### src/rtra_pkg.sv
// constants and types for the register transfer and ram address unit
package rtra_pkg;

  // ----------------------------------------------------------------
  // widths
  // ----------------------------------------------------------------
  localparam int ACC_W     = 4;
  localparam int COL_W     = 4;
  localparam int ROW_W     = 2;
  localparam int EXT_W     = 8;
  localparam int DIR_W     = 3;
  localparam int RAM_AW    = ROW_W + COL_W;
  localparam int RAM_DEPTH = 64;

  // ----------------------------------------------------------------
  // field positions in the extension register
  // ----------------------------------------------------------------
  localparam int EXT_SECOND_LSB = 4;
  localparam int EXT_ACC_LSB    = 0;

  // ----------------------------------------------------------------
  // column values that raise a skip
  // ----------------------------------------------------------------
  localparam logic [3:0] COL_WRAP_UP   = 4'h0;
  localparam logic [3:0] COL_WRAP_DOWN = 4'hF;

  // ----------------------------------------------------------------
  // reset values
  // ----------------------------------------------------------------
  localparam logic [3:0] ACC_RST    = 4'h0;
  localparam logic [3:0] SECOND_RST = 4'h0;
  localparam logic [3:0] COL_RST    = 4'h0;
  localparam logic [1:0] ROW_RST    = 2'h0;
  localparam logic [7:0] EXT_RST    = 8'h00;
  localparam logic [2:0] DIR_RST    = 3'h0;
  localparam logic [3:0] RAM_RST    = 4'h0;

  // ----------------------------------------------------------------
  // timing in clock cycles
  // ----------------------------------------------------------------
  localparam int REG_OP_CYCLES = 1;
  localparam int MEM_OP_CYCLES = 2;

  // ----------------------------------------------------------------
  // decoded operations
  // ----------------------------------------------------------------
  typedef enum logic [3:0] {
    RTRA_OP_NOP              = 4'h0,
    RTRA_OP_SECOND_TO_ACC    = 4'h1,
    RTRA_OP_ACC_TO_SECOND    = 4'h2,
    RTRA_OP_COLUMN_TO_ACC    = 4'h3,
    RTRA_OP_ACC_TO_COLUMN    = 4'h4,
    RTRA_OP_PAIR_TO_EXT      = 4'h5,
    RTRA_OP_EXT_TO_PAIR      = 4'h6,
    RTRA_OP_ACC_TO_DIRECTION = 4'h7,
    RTRA_OP_POINTER_LOAD     = 4'h8,
    RTRA_OP_COLUMN_INC       = 4'h9,
    RTRA_OP_COLUMN_DEC       = 4'hA,
    RTRA_OP_MEMORY_READ      = 4'hB,
    RTRA_OP_MEMORY_EXCHANGE  = 4'hC,
    RTRA_OP_EXCHANGE_DEC     = 4'hD,
    RTRA_OP_EXCHANGE_INC     = 4'hE
  } rtra_op_type;

  // ----------------------------------------------------------------
  // sequencer states
  // ----------------------------------------------------------------
  typedef enum logic [1:0] {
    RTRA_ST_IDLE = 2'b01,
    RTRA_ST_MEM  = 2'b10
  } rtra_state_type;

endpackage

### src/rtra_core.sv
// register transfer, ram pointer and ram exchange execution unit
// ----------------------------------------------------------------
// How it works
// - second register copied into accumulator
// - accumulator copied into second register
// - column pointer copied into accumulator
// - accumulator copied into column pointer
// - accumulator and second loaded into extension
// - extension loaded into accumulator and second
// - second is high nibble, accumulator low
// - accumulator copied into direction register
// - pointer load writes row and column together
// - back-to-back pointer loads after first ignored
// - column increment, skip when result zero
// - column decrement, skip when result fifteen
// - memory read loads accumulator, row xor immediate
// - memory exchange swaps, row xor, no skip
// - exchange, row xor, decrement with skip
// - exchange, row xor, increment with skip
// ----------------------------------------------------------------
`timescale 1ns/1ps
module rtra_core (
  // clock and reset
  input  wire logic                  clk,
  input  wire logic                  rst,
  input  wire logic                  ce,
  // decoded command
  input  wire logic                  cmdValid,
  input  wire rtra_pkg::rtra_op_type cmdOp,
  input  wire logic [1:0]            cmdRowImm,
  input  wire logic [3:0]            cmdColImm,
  input  wire logic [1:0]            cmdXorImm,
  output logic                       cmdReady,
  // completion
  output logic                       done,
  output logic                       skipNext,
  // register view
  output logic [3:0]                 acc,
  output logic [3:0]                 second,
  output logic [3:0]                 column,
  output logic [1:0]                 row,
  output logic [7:0]                 extension,
  output logic [2:0]                 direction
);

  // ----------------------------------------------------------------
  // state
  // ----------------------------------------------------------------
  typedef struct packed {
    rtra_pkg::rtra_state_type state;
    logic                     ready;
    rtra_pkg::rtra_op_type    op;
    logic [1:0]               xorImm;
    logic [3:0]               acc;
    logic [3:0]               second;
    logic [3:0]               column;
    logic [1:0]               row;
    logic [7:0]               ext;
    logic [2:0]               dir;
    logic                     loadPrev;
    logic                     done;
    logic                     skip;
  } rtra_core_state_type;

  rtra_core_state_type q;
  rtra_core_state_type d;

  logic                  accepted;
  rtra_pkg::rtra_op_type stepOp;
  logic                  stepDown;
  logic [3:0]            stepCol;
  logic                  stepHit;
  logic                  ramWrEn;
  logic [5:0]            ramAddr;
  logic [3:0]            ramRdData;

  // ----------------------------------------------------------------
  // helpers
  // ----------------------------------------------------------------

  // command taken only while idle and enabled
  assign accepted = ce && cmdValid && q.ready;

  // step direction comes from the op being finished
  assign stepOp   = (q.state == rtra_pkg::RTRA_ST_MEM) ? q.op : cmdOp;
  assign stepDown = (stepOp == rtra_pkg::RTRA_OP_COLUMN_DEC) ||
                    (stepOp == rtra_pkg::RTRA_OP_EXCHANGE_DEC);

  rtra_col_step uColStep (
    .down    (stepDown),
    .colIn   (q.column),
    .colOut  (stepCol),
    .wrapHit (stepHit)
  );

  // ram addressed by row and column pointers
  assign ramAddr = {q.row, q.column};
  // old accumulator written in the exchange cycle
  assign ramWrEn = (q.state == rtra_pkg::RTRA_ST_MEM) &&
                   (q.op != rtra_pkg::RTRA_OP_MEMORY_READ);

  rtra_nibble_ram uRam (
    .clk    (clk),
    .rst    (rst),
    .ce     (ce),
    .wrEn   (ramWrEn),
    .addr   (ramAddr),
    .wrData (q.acc),
    .rdData (ramRdData)
  );

  // ----------------------------------------------------------------
  // next state
  // ----------------------------------------------------------------
  always_comb begin
    d      = q;
    d.done = 1'b0;
    d.skip = 1'b0;
    case (q.state)
      rtra_pkg::RTRA_ST_IDLE: begin
        if (cmdValid && q.ready) begin
          d.done     = 1'b1;
          d.loadPrev = (cmdOp == rtra_pkg::RTRA_OP_POINTER_LOAD);
          case (cmdOp)
            rtra_pkg::RTRA_OP_SECOND_TO_ACC: begin
              d.acc = q.second;
            end
            rtra_pkg::RTRA_OP_ACC_TO_SECOND: begin
              d.second = q.acc;
            end
            rtra_pkg::RTRA_OP_COLUMN_TO_ACC: begin
              d.acc = q.column;
            end
            rtra_pkg::RTRA_OP_ACC_TO_COLUMN: begin
              d.column = q.acc;
            end
            rtra_pkg::RTRA_OP_PAIR_TO_EXT: begin
              d.ext = {q.second, q.acc};
            end
            rtra_pkg::RTRA_OP_EXT_TO_PAIR: begin
              d.second = q.ext[rtra_pkg::EXT_SECOND_LSB +: 4];
              d.acc    = q.ext[rtra_pkg::EXT_ACC_LSB +: 4];
            end
            rtra_pkg::RTRA_OP_ACC_TO_DIRECTION: begin
              d.dir = q.acc[2:0];
            end
            // load only if previous was not a load
            rtra_pkg::RTRA_OP_POINTER_LOAD: begin
              if (!q.loadPrev) begin
                d.row    = cmdRowImm;
                d.column = cmdColImm;
              end
            end
            rtra_pkg::RTRA_OP_COLUMN_INC: begin
              d.column = stepCol;
              d.skip   = stepHit;
            end
            rtra_pkg::RTRA_OP_COLUMN_DEC: begin
              d.column = stepCol;
              d.skip   = stepHit;
            end
            // memory ops wait one cycle for read data
            rtra_pkg::RTRA_OP_MEMORY_READ,
            rtra_pkg::RTRA_OP_MEMORY_EXCHANGE,
            rtra_pkg::RTRA_OP_EXCHANGE_DEC,
            rtra_pkg::RTRA_OP_EXCHANGE_INC: begin
              d.done   = 1'b0;
              d.ready  = 1'b0;
              d.state  = rtra_pkg::RTRA_ST_MEM;
              d.op     = cmdOp;
              d.xorImm = cmdXorImm;
            end
            default: begin
              d.done = 1'b1;
            end
          endcase
        end
      end
      rtra_pkg::RTRA_ST_MEM: begin
        // accumulator from ram, row xor immediate
        d.acc   = ramRdData;
        d.row   = q.row ^ q.xorImm;
        d.done  = 1'b1;
        d.ready = 1'b1;
        d.state = rtra_pkg::RTRA_ST_IDLE;
        if (q.op == rtra_pkg::RTRA_OP_EXCHANGE_DEC ||
            q.op == rtra_pkg::RTRA_OP_EXCHANGE_INC) begin
          d.column = stepCol;
          d.skip   = stepHit;
        end
      end
      default: begin
        d.state = rtra_pkg::RTRA_ST_IDLE;
        d.ready = 1'b1;
      end
    endcase
  end

  // register the copy
  always_ff @(posedge clk) begin
    if (rst) begin
      q.state    <= rtra_pkg::RTRA_ST_IDLE;
      q.ready    <= 1'b1;
      q.op       <= rtra_pkg::RTRA_OP_NOP;
      q.xorImm   <= 2'h0;
      q.acc      <= rtra_pkg::ACC_RST;
      q.second   <= rtra_pkg::SECOND_RST;
      q.column   <= rtra_pkg::COL_RST;
      q.row      <= rtra_pkg::ROW_RST;
      q.ext      <= rtra_pkg::EXT_RST;
      q.dir      <= rtra_pkg::DIR_RST;
      q.loadPrev <= 1'b0;
      q.done     <= 1'b0;
      q.skip     <= 1'b0;
    end else if (ce) begin
      q <= d;
    end
  end

  // ----------------------------------------------------------------
  // outputs
  // ----------------------------------------------------------------
  assign cmdReady  = q.ready;
  assign done      = q.done;
  assign skipNext  = q.skip;
  assign acc       = q.acc;
  assign second    = q.second;
  assign column    = q.column;
  assign row       = q.row;
  assign extension = q.ext;
  assign direction = q.dir;
endmodule // rtra_core

### src/rtra_col_step.sv
// column pointer step with wrap detection
`timescale 1ns/1ps
module rtra_col_step (
  // step control
  input  wire logic       down,
  input  wire logic [3:0] colIn,
  // result
  output logic      [3:0] colOut,
  output logic            wrapHit
);

  // modulo sixteen step and skip test
  always_comb begin
    colOut  = down ? colIn - 4'h1 : colIn + 4'h1;
    wrapHit = down ? (colOut == rtra_pkg::COL_WRAP_DOWN) : (colOut == rtra_pkg::COL_WRAP_UP);
  end

endmodule // rtra_col_step

### src/rtra_nibble_ram.sv
// nibble data memory with registered read data
`timescale 1ns/1ps
module rtra_nibble_ram (
  // clock and reset
  input  wire logic       clk,
  input  wire logic       rst,
  input  wire logic       ce,
  // access
  input  wire logic       wrEn,
  input  wire logic [5:0] addr,
  input  wire logic [3:0] wrData,
  output logic      [3:0] rdData
);

  typedef struct packed {
    logic [rtra_pkg::RAM_DEPTH-1:0][3:0] mem;
    logic [3:0]                          rdData;
  } rtra_ram_state_type;

  rtra_ram_state_type ramQ;
  rtra_ram_state_type ramD;

  // read old contents, then write
  always_comb begin
    ramD        = ramQ;
    ramD.rdData = ramQ.mem[addr];
    if (wrEn) begin
      ramD.mem[addr] = wrData;
    end
  end

  // register the copy
  always_ff @(posedge clk) begin
    if (rst) begin
      ramQ <= '0;
    end else if (ce) begin
      ramQ <= ramD;
    end
  end

  assign rdData = ramQ.rdData;

endmodule // rtra_nibble_ram

### config.mk
export PLATFORM = sky130hd
export DESIGN_NAME = rtra_core
export DESIGN_NICKNAME = d
export VERILOG_FILES = /design/src/rtra_pkg.sv /design/src/rtra_core.sv /design/src/rtra_col_step.sv /design/src/rtra_nibble_ram.sv
export SDC_FILE = /design/constraint.sdc
export NUM_CORES = 1
export LEC_CHECK = 0
export CELL_PAD_IN_SITES_DETAIL_PLACEMENT = 0
export CELL_PAD_IN_SITES_GLOBAL_PLACEMENT = 1
export CORE_MARGIN = 3
export CORE_UTILIZATION = 48
export DETAILED_ROUTE_END_ITERATION = 16
export DONT_BUFFER_PORTS = 1
export PLACE_DENSITY_LB_ADDON = 0.1
export SLEW_MARGIN = 40
export SYNTH_ARGS = -nofsm -noshare
export SYNTH_HDL_FRONTEND = slang
export SYNTH_SLANG_ARGS = --single-unit
### constraint.sdc
create_clock -name clk -period 3.3 [get_ports clk]
set_input_delay 0 -clock clk [delete_from_list [all_inputs] [get_ports clk]]
set_output_delay 0 -clock clk [all_outputs]
set_load 0.03 [all_outputs]
Word level (Yosys, flattened, before mapping)
Cells that the tools add are included.
- add/subtract/negate cells: 2
- $mul: 0
- div/mod/pow operators: 0
- magnitude comparators: 2
- eq/ne operators: 30
- shifts and indexed selects: 0
- muxes and demuxes: 25
- bitwise logic cells: 1
- reductions and logical operators: 20
- operator list (operator ; number):
    bitwise mux 256 bit ; 1
    equality test 4 bit (second input constant) ; 12
    two-way mux 37 bit ; 1
    binary-select mux 4 bit (select 6 bit) ; 1
    demux 4 bit (select 6 bit) ; 1
    one-hot mux 4 bit (3 select lines) ; 2
    two-way mux 4 bit ; 5
    AND reduction 4 bit ; 5
    equality test 4 x 3 -> 1 bit (second input constant) ; 4
    one-hot mux 4 bit (2 select lines) ; 2
    one-hot mux 6 bit (2 select lines) ; 1
    two-way mux 9 bit ; 1
    equality test 4 x 2 -> 1 bit (second input constant) ; 2
    two-way mux 8 bit ; 1
    less-than comparator 6 x 7 -> 1 bit (second input constant) ; 1
    greater-or-equal comparator 6 x 1 -> 1 bit (second input constant) ; 1
    two-way mux 3 bit ; 2
    two-way mux 6 bit ; 1
    != test 2 bit (second input constant) ; 3
    AND reduction 3 bit ; 2
    AND reduction 6 bit ; 1
    AND reduction 5 bit ; 1
    adder 4 x 1 -> 4 bit (second input constant) ; 1
    equality test 4 x 1 -> 1 bit (second input constant) ; 1
    19 further kinds ; 27
- bits in registers: 297
- latch bits: 0
- RAM bits: 0
- ROM bits: 0
- output and inout bits: 28
- logic and storage cells: 158
- memories kept: 0

Depth between registers and ports, before layout
- depth after elaboration: 10
- mapped depth: 12
- mapped depth without buffers: 12

Cells and area by module
Synthesis repeated with hierarchy kept, for this count alone.
- cell total of the unflattened synthesis: 1675
- area total of the unflattened synthesis: 14256.2 um2
- modules (own cells, without submodules) (module ; instances ; cells each ; area each (um2)):
    rtra_nibble_ram ; 1 ; 1364 ; 11693.7
    rtra_core ; 1 ; 291 ; 2386.0
    rtra_col_step ; 1 ; 20 ; 176.4

Least setup slack after synthesis
OpenSTA, ideal clock, no wires.
- path type: flip-flop to flip-flop
- start: register q[35] (netlist bit)
- end: register, netlist name column[3]
- library setup time: 0.096 ns
- arrival time: 2.904 ns
- path slack: 0.300 ns
- stages on the path, launching flop included: 13
- clock period less this slack: 3.000 ns
- path through: dfxtp_1 > inv_1 > ha_1 > clkbuf_1 > a32oi_1 > inv_1 > ha_1 > a21o_1 > a21oi_1 > xnor2_1 > xnor2_1 > o21ai_0 > a221oi_1
- word-level cells in the longest chain between the ends: 8
- elaborated cells between the ends (all ways): 17
- classes of those cells: eq/ne: 8; mux: 6; reduce/logical: 3
- ends and longest elaborated chain (item ; line ; text):
    start: declaration ; rtra_core.sv:65 ; rtra_core_state_type q;
    equality test 2 bit ; rtra_core.sv:85, rtra_core.sv:119 ;
    two-way mux 4 bit ; rtra_core.sv:85 ; assign stepOp = (q.state == rtra_pkg::RTRA_ST_MEM) ? q.op : cmdOp;
    equality test 4 bit (on tied branches) ; rtra_core.sv:86, rtra_core.sv:87 ;
    logical OR 1 bit ; rtra_core.sv:86 ; assign stepDown = (stepOp == rtra_pkg::RTRA_OP_COLUMN_DEC) ||
    two-way mux 4 bit ; rtra_col_step.sv:14 ; colOut = down ? colIn - 4'h1 : colIn + 4'h1;
    one-hot mux 4 bit (3 select lines) ; rtra_core.sv:124 ; case (cmdOp)
    two-way mux 37 bit ; rtra_core.sv:121 ; if (cmdValid && q.ready) begin
    one-hot mux 6 bit (2 select lines) ; rtra_core.sv:119 ; case (q.state)
Several ways; a longest one is shown, not always the timed one. The select of a mux whose other input is x is not followed.
A chain may end at the register's enable or synchronous reset.

Worst setup path in the final report
- start: register, netlist name column[0]
- end: register uRam.ramQ[123] (netlist bit)
- word-level cells in the longest chain between the ends: 5
- elaborated cells between the ends (all ways): 6
- classes of those cells: order compare: 2; mux: 3; reduce/logical: 1
- ends and longest elaborated chain (item ; line ; text):
    less-than comparator 6 x 7 -> 1 bit (implied by the code) / greater-or-equal comparator 6 x 1 -> 1 bit (equally long branches) ; rtra_nibble_ram.sv:28 ; ramD.mem[addr] = wrData;
    logical AND 1 bit (implied by the code) ; rtra_nibble_ram.sv:28 ;
    two-way mux 4 bit (implied by the code) ; rtra_nibble_ram.sv:28 ;
    demux 4 bit (select 6 bit) * ; n/a ;
    bitwise mux 256 bit * ; rtra_nibble_ram.sv:28 ;
    end signal: assignment ; rtra_nibble_ram.sv:37 ; ramQ <= ramD;
    end: declaration ; rtra_nibble_ram.sv:20 ; rtra_ram_state_type ramQ;
Mark *: on every way between the ends. The rest lies on a longest branch, timed or not.

==> key figures <==
Critical path
  – Crit. End Element: flip-flop
  – Setup CP Type: flip-flop to flip-flop
  – CP Max Fanout: 30
  – Critical Path AT: 3660 ps
  – Worst path required time: 3750 ps
  – Worst reg2reg path depth: 7
  – CP Launch Type: flip-flop

Power and ir drop
  – Leak pwr: 5.60 nW
  – Combinational power share: 6.0%
  – Power density cells: 476 nW/um^2
  – Internal power: 5.88 mW
  – Peak VDD IR: 321 uV
  – Clock power share: 47.4%
  – Net Sw Frac: 24.9%
  – Seq pwr share: 46.6%
  – Power Total: 7.83 mW
  – Sw power: 1.95 mW

Logic synthesis
  – Syn Nets: 1808
  – Ys async rst share: 0%
  – Most area-consuming cells after synthesis: dfxtp_1 42%, a21oi_1 10%, nand2_1 8.6%
  – Synth warn: 0
  – Synth Register Bits: 296
  – Yosys top cell area share: 42.1%
  – Cell area after synthesis: 14100 sq um
  – Mapped Cells: 1785
  – Mean Syn Cell Area: 7.89 sq um
  – EDFF count, synth: 0
  – Ys flop type: dfxtp_1
  – Sequential fraction of the synthesis area: 42.1%
  – Post-synth top area cell: dfxtp_1
  – Synth unique cells: 72

Cells and area
  – Final Net Count: 1817
  – Fill cells: 2746
  – Commonest non-fill, non-tap cell in the layout: nand2_1
  – Register area: 5940 sq um
  – Most frequent cells in the layout: 323 x nand2_1, 294 x a21oi_1, 287 x dfxtp_1, 143 x nand3_1, 142 x o21ai_0
  – Layout area overhead: 16.8%
  – Multi-input logic area: 7180 sq um
  – Layout cells sized above 1: 9.51%
  – # diodes: 0

Floorplan
  – Die Ht: 177 microns
  – Num rows: 62
  – Ports: 44
  – DIE AREA: 31400 sq um
  – Core area: 28800 sq um
  – Width of the die: 177 microns
  – Initial core utilization: 48.9%

STA
  – Tmin final: 3210 ps
  – Final Max Slew Viols: 0
  – Achievable Freq: 312 MHz
  – Setup ws final: 94.3 ps
  – RSZ-0062 raised after global routing: false
  – Fin Setup TNS: 0 ps
  – Final setup vio count: 0
  – Final Skew: 15.0 ps
  – Final Cycle Share: 97.1%
  – Worst Max-Slew Pin Slew: 831 ps
  – Final Hold Viols: 0
  – Max_slew headroom: 44.6%

Routing
  – DRT Wirelength: 49400 microns
  – DR vias: 13500
  – Vias per inst: 6.12
  – ANT nets after route: 0
  – Initial drt markers: 1527
  – DRC: 0
  – DR pass1 iterations: 8
  – Wire per inst: 22.4 microns

Place
  – Dpl ws: 763 ps
  – I/O Buffers: 0
  – Post-DP HPWL: 29400 microns
  – GPL Wtd Cong: 0.898

Clock network
  – Cts bufs inserted: 34
  – CTS tree: yes
  – Root Driver: clkbuf_16
  – Clock sinks: 296
  – H-tree levels: 2
  – Clock latency on the worst-skew pair: 520 ps
  – Clock tree buffer depth: 3
  – Clock slew at reported path FFs: 70 ps

Global route
  – GR Util All Layers: 30.6%
  – Number of global-route vias before repair: 12800
  – Pin count of the biggest net entering global routing: 189
  – Global route total overflow: 0
  – Initial antenna violation count: 0
  – First-pass GRT wire length: 75700 microns

Worst hold path
  – Hold Path Cell Cnt: 6
  – Worst hold path type: primary input to flip-flop

Run status
  – Status: finished, final reports clean

Job
  – Max-cap violations: 0
[flip-flops by register name, summed over array words and instances, names as in the netlist, 2 cells and up]
register and cells:
uRam.ramQ 256, q 9, extension 8, acc 4, column 4, second 4
uRam.rdData 4, direction 3, row 2
[layout make-up]
class	instances	share of cell area [%]
inverter	14	0.320
clock inverter	16	0.746
clock buffer	45	5.86
tap	384	2.92
multi-input combinational	1276	43.7
sequential	296	36.1
timing repair buffer	172	10.3
[synthesized netlist by cell type (all sizes together) (7+ instances only)]
| library cell | n |
|---|---|
| nand2 | 323 |
| dfxtp | 296 |
| a21oi | 294 |
| o21ai | 144 |
| nand3 | 143 |
| clkbuf | 120 |
| nor2 | 100 |
| buf | 79 |
| mux2i | 50 |
| a221oi | 29 |
| a22oi | 28 |
| mux2 | 20 |
| mux4 | 17 |
| inv | 14 |
| a211oi | 13 |
| o22ai | 11 |
| nor3 | 8 |
| nand2b | 7 |
| nor2b | 7 |
[kinds of logic after synthesis]
logic type                 Yosys count  synth area share, %
and+or+nand+nor                    615                 18.9
AOI/OAI and AO/OA                  563                 22.8
DFF                                296                 42.1
buffers and inverters              213                 7.24
muxes                               87                 8.06
adders and majority gates            7                0.675
xor gates and xnor gates             4                0.249
[routing by layer]
layer / up-vias / global-route usage, % / wire (microns)
met5: - / 0 / 0
met1: 6528 / 42.3 / 21100
met3: 111 / 4.79 / 3840
met2: 556 / 49.2 / 22700
met4: 0 / 9.78 / 1700
li1: 6286 / - / -
[power by group through the flow]
| stage | clock network, mW | logic (mW) | registers, mW |
|---|---|---|---|
| CTS | 3.75 | 0.451 | 3.65 |
| detailed placement | 0 | 0.384 | 3.73 |
| global route | 3.88 | 0.499 | 3.65 |
| floorplan | 0 | 0.369 | 3.68 |
| global placement | 0 | 0.381 | 3.73 |
| finish | 3.71 | 0.473 | 3.65 |
[final timing paths]
path                   from             end  slack, ps
max               column[0]  uRam.ramQ[123]         90
max reg2reg       column[0]  uRam.ramQ[123]         90
min                cmdOp[3]       second[2]         40
min reg2reg  uRam.ramQ[196]  uRam.ramQ[196]        450
[through the flow]
step	hold slack [ps]	instance area [sq um]	cells	utilization, %
floorplan	144	14100	1785	-
finish	39.6	16400	2203	57.1
detailed placement	97.7	14100	2021	49.0
CTS	34.6	16400	2200	56.9
global placement	89.9	14100	2021	49.0
global route	90.3	16400	2203	57.1
[repair_timing]
action | 4_1_cts | 5_1_grt
resized for setup | 0 | 0
hold buffers | 118 | 1
endpoints found under the hold margin | 296 | 42
buffers inserted | 0 | 1
endpoints found under the setup margin | 0 | 1
[critical path, stage by stage (launching register included)]
cell and delay [ps]:
dfxtp_2 780, and2b_1 650, nand2_1 190, buf_4 300
nor2_1 360, nand2_1 90, a21oi_1 170, dlygate4sd3_1 580
Power figures use the tool's default switching activity.
